**src/core/fsp_defs.vh**
```
// fsp_defs.vh: constants of the flash status and protect block
// assumes: included by core files only, never compiled alone
`ifndef FSP_DEFS_VH
`define FSP_DEFS_VH
// clock rate in MHz, used to turn microseconds into cycles
`define FSP_CLK_MHZ 25
// serial command codes
`define FSP_C_UNLOCK 8'h06
`define FSP_C_LOCK   8'h04
`define FSP_C_RDS1   8'h05
`define FSP_C_RDS2   8'h35
`define FSP_C_RDS3   8'h15
`define FSP_C_WRS1   8'h01
`define FSP_C_WRS2   8'h31
`define FSP_C_WRS3   8'h11
`define FSP_C_PAGE   8'h02
`define FSP_C_SECT   8'h20
`define FSP_C_BLK32  8'h52
`define FSP_C_BLK64  8'hD8
`define FSP_C_CHIPA  8'hC7
`define FSP_C_CHIPB  8'h60
`define FSP_C_SUSP   8'h75
`define FSP_C_RESUM  8'h7A
`define FSP_C_RSTEN  8'h66
`define FSP_C_RST    8'h99
// status word bit positions
`define FSP_B_BUSY  0
`define FSP_B_LATCH 1
`define FSP_B_PSEL  2
`define FSP_B_GLO   7
`define FSP_B_GHI   8
`define FSP_B_QEN   9
`define FSP_B_PPAU  10
`define FSP_B_LOCK  11
`define FSP_B_INV   14
`define FSP_B_EPAU  15
`define FSP_B_FAST  20
`define FSP_B_DRV   21
// power-up values of the non-volatile fields
`define FSP_RV_PSEL  5'h00
`define FSP_RV_GUARD 2'h0
`define FSP_RV_INV   1'h0
`define FSP_RV_QEN   1'h0
`define FSP_RV_LOCK  3'h0
`define FSP_RV_DRV   2'h1
// erase unit offset masks
`define FSP_M_SECT  23'h000FFF
`define FSP_M_BLK32 23'h007FFF
`define FSP_M_BLK64 23'h00FFFF
// protect decode size exponents
`define FSP_E_BIG   5'h10
`define FSP_E_SMALL 5'h0B
`define FSP_E_MAX   5'h0F
`endif

```
**src/core/fsp_sync.v**
```verilog
// fsp_sync.v: two-stage synchroniser for pad inputs
// assumes: q is read only by logic clocked on clk
`timescale 1ns/10ps
`default_nettype none
module fsp_sync #(
    parameter         W  = 1,
    parameter [W-1:0] RV = {W{1'b0}}
) (
    // clock and reset
    input  wire         clk,
    input  wire         rst_b,
    // raw and synchronised levels
    input  wire [W-1:0] d,
    output reg  [W-1:0] q
);
    // first stage feeds the second stage and nothing else
    reg [W-1:0] meta_q;

    always @(posedge clk or negedge rst_b) begin
        if (!rst_b) begin
            meta_q <= RV;
            q      <= RV;
        end else begin
            meta_q <= d;
            q      <= meta_q;
        end
    end
endmodule
`default_nettype wire

```
**src/core/fsp_prot_dec.v**
```verilog
// fsp_prot_dec.v: decides whether one array address is protected
// assumes: 8 MB array, select and invert come straight from the status word
`timescale 1ns/10ps
`default_nettype none
`include "fsp_defs.vh"
module fsp_prot_dec (
    // protect fields
    input  wire [4:0]  sel,
    input  wire        inv,
    // byte address
    input  wire [22:0] addr,
    output wire        prot
);
    reg [4:0]  e;
    reg [22:0] mask;
    reg        hit;

    always @* begin
        e    = `FSP_E_MAX;
        hit  = 1'b0;
        // size is a power of two, so one mask covers the region
        if (!sel[4])
            e = `FSP_E_BIG + {2'h0, sel[2:0]};
        else if (!sel[2])
            e = `FSP_E_SMALL + {3'h0, sel[1:0]};
        mask = ~((23'h000001 << e) - 23'h000001);
        if (sel[2:0] == 3'h0)
            hit = 1'b0;
        else if (sel[2:0] == 3'h7)
            hit = 1'b1;
        else if (sel[3])
            hit = ((addr & mask) == 23'h000000);
        else
            hit = ((addr & mask) == mask);
    end

    // invert gives the complement of the plain range
    assign prot = hit ^ inv;
endmodule
`default_nettype wire

```
**src/core/fsp_core.v**
```verilog
// fsp_core.v: status register, protection and serial command front end
// assumes: serial pins arrive raw from pads; the array engine outside
// takes start pulses and program bytes and needs no answer
//
// Function
// - busy flag high during program, erase, status write
// - write latch flag gates status writes, program, erase
// - protect selects written by status write only
// - reject program and erase inside protected range
// - chip erase only at select 000/inv0 or 111/inv1
// - invert one: 000 all, 111 none
// - invert one, 00: all but top blocks
// - invert one, 01: all but bottom blocks
// - invert one, 10: all but top kilobytes
// - invert one, 11: all but bottom kilobytes
// - two status guard bits select the method
// - guard 00: write allowed whenever latch set
// - guard 01: low guard pin locks status
// - guard 10: locked until power cycle, then 00
// - guard 11: status permanently write protected; here locked only until reset, like guard 10
// - four lane enable frees guard and pause pins
// - security lock bits only ever set; here cleared again by reset
// - invert bit stored, default zero, joins decode
// - suspend sets erase or program paused flag
// - resume, software reset, power cycle clear pauses
// - fast mode flag mirrors high performance mode
// - drive field sets strength, default three quarters
// - invert zero protects the plain ranges
// - latch set by unlock, cleared by writes
`timescale 1ns/10ps
`default_nettype none
`include "fsp_defs.vh"
module fsp_core #(
    parameter T_PROG_US  = 100,
    parameter T_ERASE_US = 1000,
    parameter T_SRW_US   = 100,
    parameter CW         = 24
) (
    // clock and reset
    input  wire        clk,
    input  wire        rst_b,
    // serial pins
    input  wire        sclk,
    input  wire        cs_b,
    input  wire        si,
    input  wire        wp_b,
    input  wire        hold_b,
    output reg         so_q,
    output reg         so_oe_q,
    // mode level from the read path, same clock
    input  wire        high_perf_mode,
    // array engine
    output reg         arr_start_q,
    output reg  [7:0]  arr_cmd_q,
    output reg  [22:0] arr_addr_q,
    output reg         arr_wr_q,
    output reg  [7:0]  arr_wdata_q,
    output reg         arr_pause_q,
    // configuration and state
    output reg         write_busy_flag_q,
    output reg         four_lane_enable_q,
    output reg  [2:0]  secure_lock_q,
    output reg  [1:0]  drive_sel_q
);
    localparam integer PROG_N  = T_PROG_US * `FSP_CLK_MHZ;
    localparam integer ERASE_N = T_ERASE_US * `FSP_CLK_MHZ;
    localparam integer SRW_N   = T_SRW_US * `FSP_CLK_MHZ;
    localparam [CW-1:0] PROG_CYC  = PROG_N[CW-1:0];
    localparam [CW-1:0] ERASE_CYC = ERASE_N[CW-1:0];
    localparam [CW-1:0] SRW_CYC   = SRW_N[CW-1:0];
    localparam [CW-1:0] ONE       = {{(CW-1){1'b0}}, 1'b1};

    // operation states
    localparam [2:0] OP_IDLE  = 3'h1;
    localparam [2:0] OP_RUN   = 3'h2;
    localparam [2:0] OP_PAUSE = 3'h4;

    reg        rst_m_q;
    reg        rst_ni;
    wire [4:0] pin_s;
    wire       sclk_s = pin_s[4];
    wire       cs_s   = pin_s[3];
    wire       si_s   = pin_s[2];
    wire       wp_s   = pin_s[1];
    wire       hold_s = pin_s[0];

    reg          sclk_p_q;
    reg          cs_p_q;
    reg  [2:0]   bit_cnt_q;
    reg  [2:0]   byte_cnt_q;
    reg  [7:0]   sh_q;
    reg  [7:0]   cmd_q;
    reg  [23:0]  addr_q;
    reg  [7:0]   wdat_q;
    reg          rd_q;
    reg  [1:0]   rd_sel_q;
    reg  [7:0]   out_sh_q;
    reg  [2:0]   out_cnt_q;
    reg          rst_arm_q;
    reg          write_latch_flag_q;
    reg  [4:0]   psel_q;
    reg  [1:0]   guard_q;
    reg          inv_q;
    reg          epau_q;
    reg          ppau_q;
    reg          fast_q;
    reg  [2:0]   op_q;
    reg  [2:0]   op_d;
    reg  [CW-1:0] cnt_q;
    reg  [CW-1:0] cnt_d;
    reg          kind_srw_q;
    reg          kind_ers_q;

    // release reset through two flops
    always @(posedge clk or negedge rst_b) begin
        if (!rst_b) begin
            rst_m_q <= 1'b0;
            rst_ni  <= 1'b0;
        end else begin
            rst_m_q <= 1'b1;
            rst_ni  <= rst_m_q;
        end
    end

    fsp_sync #(
        .W  (5),
        .RV (5'h0B)
    ) u_sync (
        .clk   (clk),
        .rst_b (rst_ni),
        .d     ({sclk, cs_b, si, wp_b, hold_b}),
        .q     (pin_s)
    );

    // pause pin only acts while lanes two and three are control pins
    wire hold_act = ~four_lane_enable_q & ~hold_s;
    wire rise     = sclk_s & ~sclk_p_q & ~cs_s & ~hold_act;
    wire fall     = ~sclk_s & sclk_p_q & ~cs_s & ~hold_act;
    wire cs_rise  = cs_s & ~cs_p_q;
    wire cs_fall  = ~cs_s & cs_p_q;
    wire [7:0] byte_in  = {sh_q[6:0], si_s};
    wire       byte_end = rise & (bit_cnt_q == 3'h7);

    // assembled status word
    reg [23:0] st;
    always @* begin
        st = 24'h000000;
        st[`FSP_B_BUSY] = write_busy_flag_q;
        st[`FSP_B_LATCH] = write_latch_flag_q;
        st[`FSP_B_PSEL+4:`FSP_B_PSEL] = psel_q;
        st[`FSP_B_GLO] = guard_q[0];
        st[`FSP_B_GHI] = guard_q[1];
        st[`FSP_B_QEN] = four_lane_enable_q;
        st[`FSP_B_PPAU] = ppau_q;
        st[`FSP_B_LOCK+2:`FSP_B_LOCK] = secure_lock_q;
        st[`FSP_B_INV] = inv_q;
        st[`FSP_B_EPAU] = epau_q;
        st[`FSP_B_FAST] = fast_q;
        st[`FSP_B_DRV+1:`FSP_B_DRV] = drive_sel_q;
    end

    // status byte chosen by a read code
    reg [1:0] code_sel;
    always @* begin
        case (byte_in)
            `FSP_C_RDS1: code_sel = 2'h0;
            `FSP_C_RDS2: code_sel = 2'h1;
            `FSP_C_RDS3: code_sel = 2'h2;
            default:     code_sel = 2'h3;
        endcase
    end
    wire [7:0] rd_byte = (rd_sel_q == 2'h0) ? st[7:0] :
                         (rd_sel_q == 2'h1) ? st[15:8] : st[23:16];

    // erase unit, so both ends of the unit are checked
    reg [22:0] umask;
    always @* begin
        case (cmd_q)
            `FSP_C_SECT:  umask = `FSP_M_SECT;
            `FSP_C_BLK32: umask = `FSP_M_BLK32;
            `FSP_C_BLK64: umask = `FSP_M_BLK64;
            default:      umask = 23'h000000;
        endcase
    end
    wire [22:0] first_a = addr_q[22:0] & ~umask;
    wire [22:0] last_a  = first_a | umask;
    wire        prot_f;
    wire        prot_l;

    fsp_prot_dec u_dec_first (
        .sel  (psel_q),
        .inv  (inv_q),
        .addr (first_a),
        .prot (prot_f)
    );

    fsp_prot_dec u_dec_last (
        .sel  (psel_q),
        .inv  (inv_q),
        .addr (last_a),
        .prot (prot_l)
    );

    // protected regions are intervals at one end, so two probes suffice
    wire hit     = prot_f | prot_l;
    wire idle    = op_q[0];
    wire running = op_q[1];
    wire paused  = op_q[2];

    // status write gate by guard bits and guard pin
    wire wp_low  = ~four_lane_enable_q & ~wp_s;
    wire sr_lock = guard_q[1] | (guard_q[0] & wp_low);
    wire sr_ok   = write_latch_flag_q & ~sr_lock & idle;
    wire pe_ok   = write_latch_flag_q & idle;
    wire ce_ok   = ((psel_q[2:0] == 3'h0) & ~inv_q) |
                   ((psel_q[2:0] == 3'h7) & inv_q);

    wire is_wrs  = (cmd_q == `FSP_C_WRS1) | (cmd_q == `FSP_C_WRS2) |
                   (cmd_q == `FSP_C_WRS3);
    wire is_ers  = (cmd_q == `FSP_C_SECT) | (cmd_q == `FSP_C_BLK32) |
                   (cmd_q == `FSP_C_BLK64);
    wire is_chip = (cmd_q == `FSP_C_CHIPA) | (cmd_q == `FSP_C_CHIPB);
    wire is_page = (cmd_q == `FSP_C_PAGE);

    // commands act only when select rises on a byte boundary; program data bytes pass on at each byte end
    wire exec   = cs_rise & (bit_cnt_q == 3'h0) & (byte_cnt_q != 3'h0);
    wire one    = exec & (byte_cnt_q == 3'h1);
    wire do_srw = exec & (byte_cnt_q == 3'h2) & is_wrs & sr_ok;
    wire do_prog = exec & (byte_cnt_q >= 3'h5) & is_page & pe_ok & ~hit;
    wire do_er  = exec & (byte_cnt_q == 3'h4) & is_ers & pe_ok & ~hit;
    wire do_ce  = one & is_chip & pe_ok & ce_ok;
    wire do_sus = one & (cmd_q == `FSP_C_SUSP) & running & ~kind_srw_q;
    wire do_res = one & (cmd_q == `FSP_C_RESUM) & paused;
    wire do_rst = one & (cmd_q == `FSP_C_RST) & rst_arm_q;
    wire do_go  = do_srw | do_prog | do_er | do_ce;
    wire latch_set = one & (cmd_q == `FSP_C_UNLOCK) & idle;
    wire latch_clr = do_rst |
                     (exec & ((cmd_q == `FSP_C_LOCK) | is_wrs | is_page |
                     is_ers | is_chip));
    wire prog_byte = byte_end & (byte_cnt_q >= 3'h4) & is_page & pe_ok & ~hit;

    // operation sequencer next state
    always @* begin
        op_d  = op_q;
        cnt_d = cnt_q;
        case (op_q)
            OP_IDLE: begin
                if (do_go) begin
                    op_d  = OP_RUN;
                    cnt_d = do_srw ? SRW_CYC - ONE :
                            do_prog ? PROG_CYC - ONE : ERASE_CYC - ONE;
                end
            end
            OP_RUN: begin
                if (do_rst)
                    op_d = OP_IDLE;
                else if (do_sus)
                    op_d = OP_PAUSE;
                else if (cnt_q == {CW{1'b0}})
                    op_d = OP_IDLE;
                else
                    cnt_d = cnt_q - ONE;
            end
            OP_PAUSE: begin
                if (do_rst)
                    op_d = OP_IDLE;
                else if (do_res)
                    op_d = OP_RUN;
            end
            default: op_d = OP_IDLE;
        endcase
    end

    always @(posedge clk or negedge rst_ni) begin
        if (!rst_ni) begin
            op_q              <= OP_IDLE;
            cnt_q             <= {CW{1'b0}};
            kind_srw_q        <= 1'b0;
            kind_ers_q        <= 1'b0;
            write_busy_flag_q <= 1'b0;
            arr_pause_q       <= 1'b0;
            arr_start_q       <= 1'b0;
            arr_cmd_q         <= 8'h00;
            arr_addr_q        <= 23'h000000;
            arr_wr_q          <= 1'b0;
            arr_wdata_q       <= 8'h00;
            epau_q            <= 1'b0;
            ppau_q            <= 1'b0;
        end else begin
            op_q              <= op_d;
            cnt_q             <= cnt_d;
            write_busy_flag_q <= (op_d == OP_RUN);
            arr_pause_q       <= (op_d == OP_PAUSE);
            arr_start_q       <= do_prog | do_er | do_ce;
            arr_wr_q          <= prog_byte;
            if (do_go) begin
                kind_srw_q <= do_srw;
                kind_ers_q <= do_er | do_ce;
            end
            if (do_prog | do_er | do_ce) begin
                arr_cmd_q  <= cmd_q;
                arr_addr_q <= do_prog ? {addr_q[22:8], 8'h00} : first_a;
            end
            if (prog_byte) begin
                arr_wdata_q <= byte_in;
                arr_addr_q  <= addr_q[22:0];
            end
            // pause flags cleared by resume or reset, set by suspend
            if (do_res | do_rst) begin
                epau_q <= 1'b0;
                ppau_q <= 1'b0;
            end else if (do_sus) begin
                epau_q <= kind_ers_q;
                ppau_q <= ~kind_ers_q;
            end
        end
    end

    // serial framing, readback and status fields
    always @(posedge clk or negedge rst_ni) begin
        if (!rst_ni) begin
            sclk_p_q           <= 1'b0;
            cs_p_q             <= 1'b1;
            bit_cnt_q          <= 3'h0;
            byte_cnt_q         <= 3'h0;
            sh_q               <= 8'h00;
            cmd_q              <= 8'h00;
            addr_q             <= 24'h000000;
            wdat_q             <= 8'h00;
            rd_q               <= 1'b0;
            rd_sel_q           <= 2'h0;
            out_sh_q           <= 8'h00;
            out_cnt_q          <= 3'h0;
            rst_arm_q          <= 1'b0;
            so_q               <= 1'b0;
            so_oe_q            <= 1'b0;
            write_latch_flag_q <= 1'b0;
            psel_q             <= `FSP_RV_PSEL;
            guard_q            <= `FSP_RV_GUARD;
            inv_q              <= `FSP_RV_INV;
            four_lane_enable_q <= `FSP_RV_QEN;
            secure_lock_q      <= `FSP_RV_LOCK;
            drive_sel_q        <= `FSP_RV_DRV;
            fast_q             <= 1'b0;
        end else begin
            sclk_p_q <= sclk_s;
            cs_p_q   <= cs_s;
            fast_q   <= high_perf_mode;
            so_oe_q  <= rd_q & ~cs_s & ~hold_act;
            if (cs_fall) begin
                bit_cnt_q  <= 3'h0;
                byte_cnt_q <= 3'h0;
                rd_q       <= 1'b0;
            end else if (rise) begin
                sh_q      <= byte_in;
                bit_cnt_q <= bit_cnt_q + 3'h1;
            end
            if (byte_end) begin
                if (byte_cnt_q != 3'h7)
                    byte_cnt_q <= byte_cnt_q + 3'h1;
                if (byte_cnt_q == 3'h0) begin
                    cmd_q <= byte_in;
                    if (code_sel != 2'h3) begin
                        rd_q      <= 1'b1;
                        rd_sel_q  <= code_sel;
                        out_cnt_q <= 3'h0;
                        out_sh_q  <= (code_sel == 2'h0) ? st[7:0] :
                                     (code_sel == 2'h1) ? st[15:8] : st[23:16];
                    end
                end
                if (byte_cnt_q == 3'h1)
                    wdat_q <= byte_in;
                if ((byte_cnt_q != 3'h0) && (byte_cnt_q < 3'h4))
                    addr_q <= {addr_q[15:0], byte_in};
                // program bytes wrap inside the page
                if (prog_byte)
                    addr_q[7:0] <= addr_q[7:0] + 8'h01;
            end
            // readback repeats the chosen byte while clocks continue
            if (fall & rd_q) begin
                so_q      <= out_sh_q[7];
                out_cnt_q <= out_cnt_q + 3'h1;
                if (out_cnt_q == 3'h7)
                    out_sh_q <= rd_byte;
                else
                    out_sh_q <= {out_sh_q[6:0], 1'b0};
            end
            if (cs_rise)
                rd_q <= 1'b0;
            if (exec)
                rst_arm_q <= one & (cmd_q == `FSP_C_RSTEN);
            // set and clear come from different commands, never together
            if (latch_set)
                write_latch_flag_q <= 1'b1;
            else if (latch_clr)
                write_latch_flag_q <= 1'b0;
            if (do_srw) begin
                case (cmd_q)
                    `FSP_C_WRS1: begin
                        guard_q[0] <= wdat_q[7];
                        psel_q     <= wdat_q[6:2];
                    end
                    `FSP_C_WRS2: begin
                        guard_q[1]         <= wdat_q[0];
                        four_lane_enable_q <= wdat_q[1];
                        secure_lock_q      <= secure_lock_q | wdat_q[5:3];
                        inv_q              <= wdat_q[6];
                    end
                    `FSP_C_WRS3: begin
                        drive_sel_q <= wdat_q[6:5];
                    end
                    default: begin
                        drive_sel_q <= drive_sel_q;
                    end
                endcase
            end
        end
    end
endmodule
`default_nettype wire

```
**config.mk**
```make
export PLATFORM = sky130hd
export DESIGN_NAME = fsp_core
export DESIGN_NICKNAME = d
export VERILOG_FILES = /design/src/core/fsp_sync.v /design/src/core/fsp_prot_dec.v /design/src/core/fsp_core.v
export VERILOG_INCLUDE_DIRS = /design/src /design/src/core
export SDC_FILE = /design/constraint.sdc
export NUM_CORES = 1
export LEC_CHECK = 0
export BUFFER_PORTS_ARGS = -buffer_cell sky130_fd_sc_hd__buf_2
export CAP_MARGIN = 20
export CORE_UTILIZATION = 38
export DETAILED_ROUTE_END_ITERATION = 10
export GPL_TIMING_DRIVEN = 1
export SETUP_SLACK_MARGIN = 0.15
export SKIP_LAST_GASP = 1
export SLEW_MARGIN = 0
export SYNTH_ARGS = -nofsm -noshare
export SYNTH_HDL_FRONTEND = slang
export SYNTH_SLANG_ARGS = --single-unit
```
**constraint.sdc**
```tcl
create_clock -name clk -period 5 [get_ports clk]
set_input_delay 1 -clock clk [delete_from_list [all_inputs] [get_ports clk]]
set_output_delay 1 -clock clk [all_outputs]
set_load 0.005 [all_outputs]
```
==> run_results.csv <==
group,metric,value,unit
outcome,status,"finished, final reports clean",
sta,period_share,85.0,%
drt,drt-pass1-iter-count,5,
drt,vias_per_cell,5.42,
pwr,switching_share,24.4,%
pwr,p_int,2.08,mW
placement,dpl_cell_area,8890,µm²
synthesis,synth_commonest_cells,"dfrtp_1 (164), nand2_1 (112), nor2_1 (61)",
sta,max_freq,235,MHz
finish,diodes,0,
drt,ant_nets,0,
placement,pre_cts_ws,0.822,ns
synthesis,synth-seq-cells,173,
clock_network,clock_sinks,173,
placement,routabilityCongestion,0.868,
clock_network,htreeDepth,4,
worst_setup_path,end_kind,"flip-flop",
synthesis,synthDistinctLibCells,75,
worst_setup_path,arrival,4.55,ns
finish,drive_gt1_share,19.5,%
sta,setup_ws,0.749,ns
die,core_area,21300,µm²
sta,slew_headroom,41.0,%
drt,drt-initial-drc-count,384,
worst_setup_path,max_stage_delay,0.72,ns
drt,via_count,6217,
die,rows,53,
synthesis,yosysWarnings,0,
worst_setup_path,crit_type,"reg -> reg",
placement,port_buffers,58,
min_path,hold_path_class,"in -> async",
clock_network,cts_hold_buffers,0,
sta,hold_violations,0,
clock_network,post_cts.repair.setup_buffers,0,
placement,place_hpwl,13400,µm
worst_setup_path,path_cells,"inv_1, ha_1, a21oi_1, o221a_2, a31oi_1, a2111oi_0, a31oi_1, a31o_1, o211ai_2, and3_1, and3_1, a311oi_2",
synthesis,synth_edf_count,0,
sta,grt_setup_unrepaired,"no",
drt,route.detailed.drc,0,
grt,grt_antenna_before_repair,0,
clock_network,clock_latency,0.44,ns
pwr,combPwrFrac,1.6,%
clock_network,clk_pin_slew,0.07,ns
finish,synthToLayoutAreaGrowth,12.9,%
clock_network,cts_buffer_depth,2,
grt,first_global_vias,6035,
worst_setup_path,critPathSlowestCell,"and3_1",
sta,worst_pin_slew,0.885,ns
pwr,peakVddDrop,0.226,mV
synthesis,synth.top_cell.area_share,49.1,%
synthesis,yosysMostFrequentCell,"dfrtp_1",
pwr,netSwitchingPower,673,µW
grt,grt_util_all_layers,18.6,%
synthesis,syn_area_per_cell,10.3,µm²
clock_network,cts_tree,"built",
clock_network,cts_resized,0,
synthesis,synth.largest_area_cell,"dfrtp_1",
finish,fin_nets,880,
pwr,powerDensity,292,nW/µm²
sta,skew,0.0102,ns
pwr,power,2.76,mW
synthesis,ys_top_cells_by_area,"dfrtp_1 (49%), mux2_2 (6.1%), nand2_1 (5.0%)",
synthesis,ys.flop_type,"dfrtp_1",
synthesis,synth_nets,836,
finish,finalInstanceArea,9440,µm²
sta,fin_crit,4.25,ns
synthesis,syn_inst,814,
drt,wl_per_cell,17.0,µm
sta,whs,0.332,ns
sta,fin_setup_tns,0,ns
die,io_pins,59,
clock_network,cts-root-buf,"clkbuf_16",
clock_network,cts-buffers-inserted,17,
die,die_w,150,µm
sta,setup_violations,0,
sta,slew_violations,0,
worst_setup_path,cp-start-kind,"flip-flop",
die,die_h,150,µm
grt,grt_max_degree,104,
worst_setup_path,required,5.30,ns
grt,grt-ovfl-total,0,
grt,grt_pass1_wl,32400,µm
pwr,pwr-share-clk,45.9,%
die,dieArea,22600,µm²
pwr,power.leakage,4.49,nW
drt,wirelength,19500,µm
synthesis,async_flop_share,100,%
pwr,power_frac_seq,52.5,%
synthesis,ys_seq_area_share,51.9,%
flow_run,drv_cap,0,
synthesis,synthesis.area,8360,µm²
worst_setup_path,cp_max_fo,20,
die,start_util,39.3,%
[sequential cells by signal, indices dropped and copies added (netlist names), 8 cells and up]
register / flops
out_sh_q: 8
addr_q: 23
arr_wdata_q: 8
wdat_q: 8
cmd_q: 8
cnt_q: 24
arr_addr_q: 23
arr_cmd_q: 8
[per-stage QoR]
stage,cells,utilization (%)
floorplan,814,-
global placement,1114,41.8
detailed placement,1114,41.8
CTS,1146,44.3
global route,1146,44.3
finish,1146,44.3
[cells by family (layout without fill, tap and decap cells)]
| kind of cell | Yosys count | count (layout) | share of synthesized area [%] |
|---|---|---|---|
| compound gates | 171 | 171 | 14.1 |
| xor+xnor | 16 | 16 | 1.68 |
| fa+ha+maj | 14 | 14 | 2.09 |
| buf+inv | 61 | 118 | 2.99 |
| flops | 173 | 173 | 51.9 |
| mux | 64 | 64 | 8.57 |
| other cells | 1 | 1 | 0.0448 |
| simple gates | 314 | 314 | 18.6 |
[power groups by stage]
stage / registers [mW] / clock network [mW] / logic (mW)
floorplan: 1.47 / 0 / 0.0190
global placement: 1.48 / 0 / 0.0447
detailed placement: 1.48 / 0 / 0.0457
CTS: 1.45 / 1.30 / 0.0457
global route: 1.45 / 1.36 / 0.0515
finish: 1.45 / 1.27 / 0.0442
[final timing paths]
path                                                 start                 endpoint  slack (ns)  cells past startpoint
worst max register to register       psel_q[0]$_DFFE_PN0P_    addr_q[4]$_DFFE_PN0P_        0.75                     12
min in group clk                u_sync.meta_q[4]$_DFF_PN0_    u_sync.q[4]$_DFF_PN0_        0.35                      0
max in group asynchronous                 rst_ni$_DFF_PN0_  rd_sel_q[1]$_DFFE_PN0P_        3.47                      1
worst min register to register  u_sync.meta_q[4]$_DFF_PN0_    u_sync.q[4]$_DFF_PN0_        0.35                      0
worst max-delay path                 psel_q[0]$_DFFE_PN0P_    addr_q[4]$_DFFE_PN0P_        0.75                     12
worst min-delay path                                 rst_b         rst_ni$_DFF_PN0_        0.33                      1
[layout by cell type (no fill, tap or decap), types with 4 or more instances in the layout]
| master | netlist | final |
|---|---|---|
| o211ai_1 | 7 | 7 |
| and2_1 | 6 | 6 |
| dfstp_2 | 9 | 9 |
| nor4_1 | 11 | 11 |
| buf_2 | 8 | 58 |
| nand4_1 | 6 | 6 |
| and3_1 | 8 | 8 |
| mux2_2 | 45 | 45 |
| nor2_1 | 61 | 61 |
| nand3_1 | 24 | 24 |
| a211oi_1 | 14 | 14 |
| nor3_1 | 24 | 23 |
| clkbuf_16 | 0 | 17 |
| nand2b_1 | 20 | 20 |
| a22o_1 | 10 | 10 |
| a22oi_1 | 5 | 5 |
| or3_1 | 7 | 7 |
| a21oi_1 | 27 | 27 |
| mux2i_1 | 15 | 15 |
| nand2_1 | 112 | 112 |
| o22ai_1 | 5 | 5 |
| inv_6 | 0 | 7 |
| o21ai_0 | 44 | 44 |
| dfrtp_1 | 164 | 163 |
| a31oi_1 | 4 | 4 |
| mux2_4 | 4 | 4 |
| a21o_1 | 6 | 6 |
| ha_1 | 14 | 14 |
| o31ai_1 | 4 | 4 |
| inv_1 | 24 | 24 |
| xnor2_1 | 16 | 16 |
| nor2b_1 | 8 | 8 |
| nand4b_1 | 4 | 4 |
| o21ai_1 | 8 | 8 |
[per-layer routing]
| metal | vias up | part of all wire, % | track usage (%) |
|---|---|---|---|
| li1 | 3008 | - | - |
| met1 | 3065 | 49 | 27.4 |
| met2 | 127 | 45 | 27.5 |
| met3 | 17 | 4.2 | 3.70 |
| met4 | 0 | 1.1 | 5.10 |
| met5 | - | 0 | 0 |
[area by class of cell]
cell class,count,area [µm²]
Sequential cell,173,4340
Inverter,24,90.1
Clock buffer,18,429
Fill cell,2025,11800
Clock inverter,14,123
Timing Repair Buffer,62,333
Multi-Input combinational cell,580,3780
Tap cell,275,344
[worst max-delay path, delay by kind of cell (launching register included)]
kind | cells | cell delay (ns)
AND/OR/NAND/NOR | 2 | 1.04
adder cells (fa/ha/maj) | 1 | 0.45
flip-flops | 1 | 0.61
AO/OA/AOI/OAI | 8 | 1.83
buffers and inverters | 1 | 0.18
Note: power is estimated with default switching activity, not from simulation.
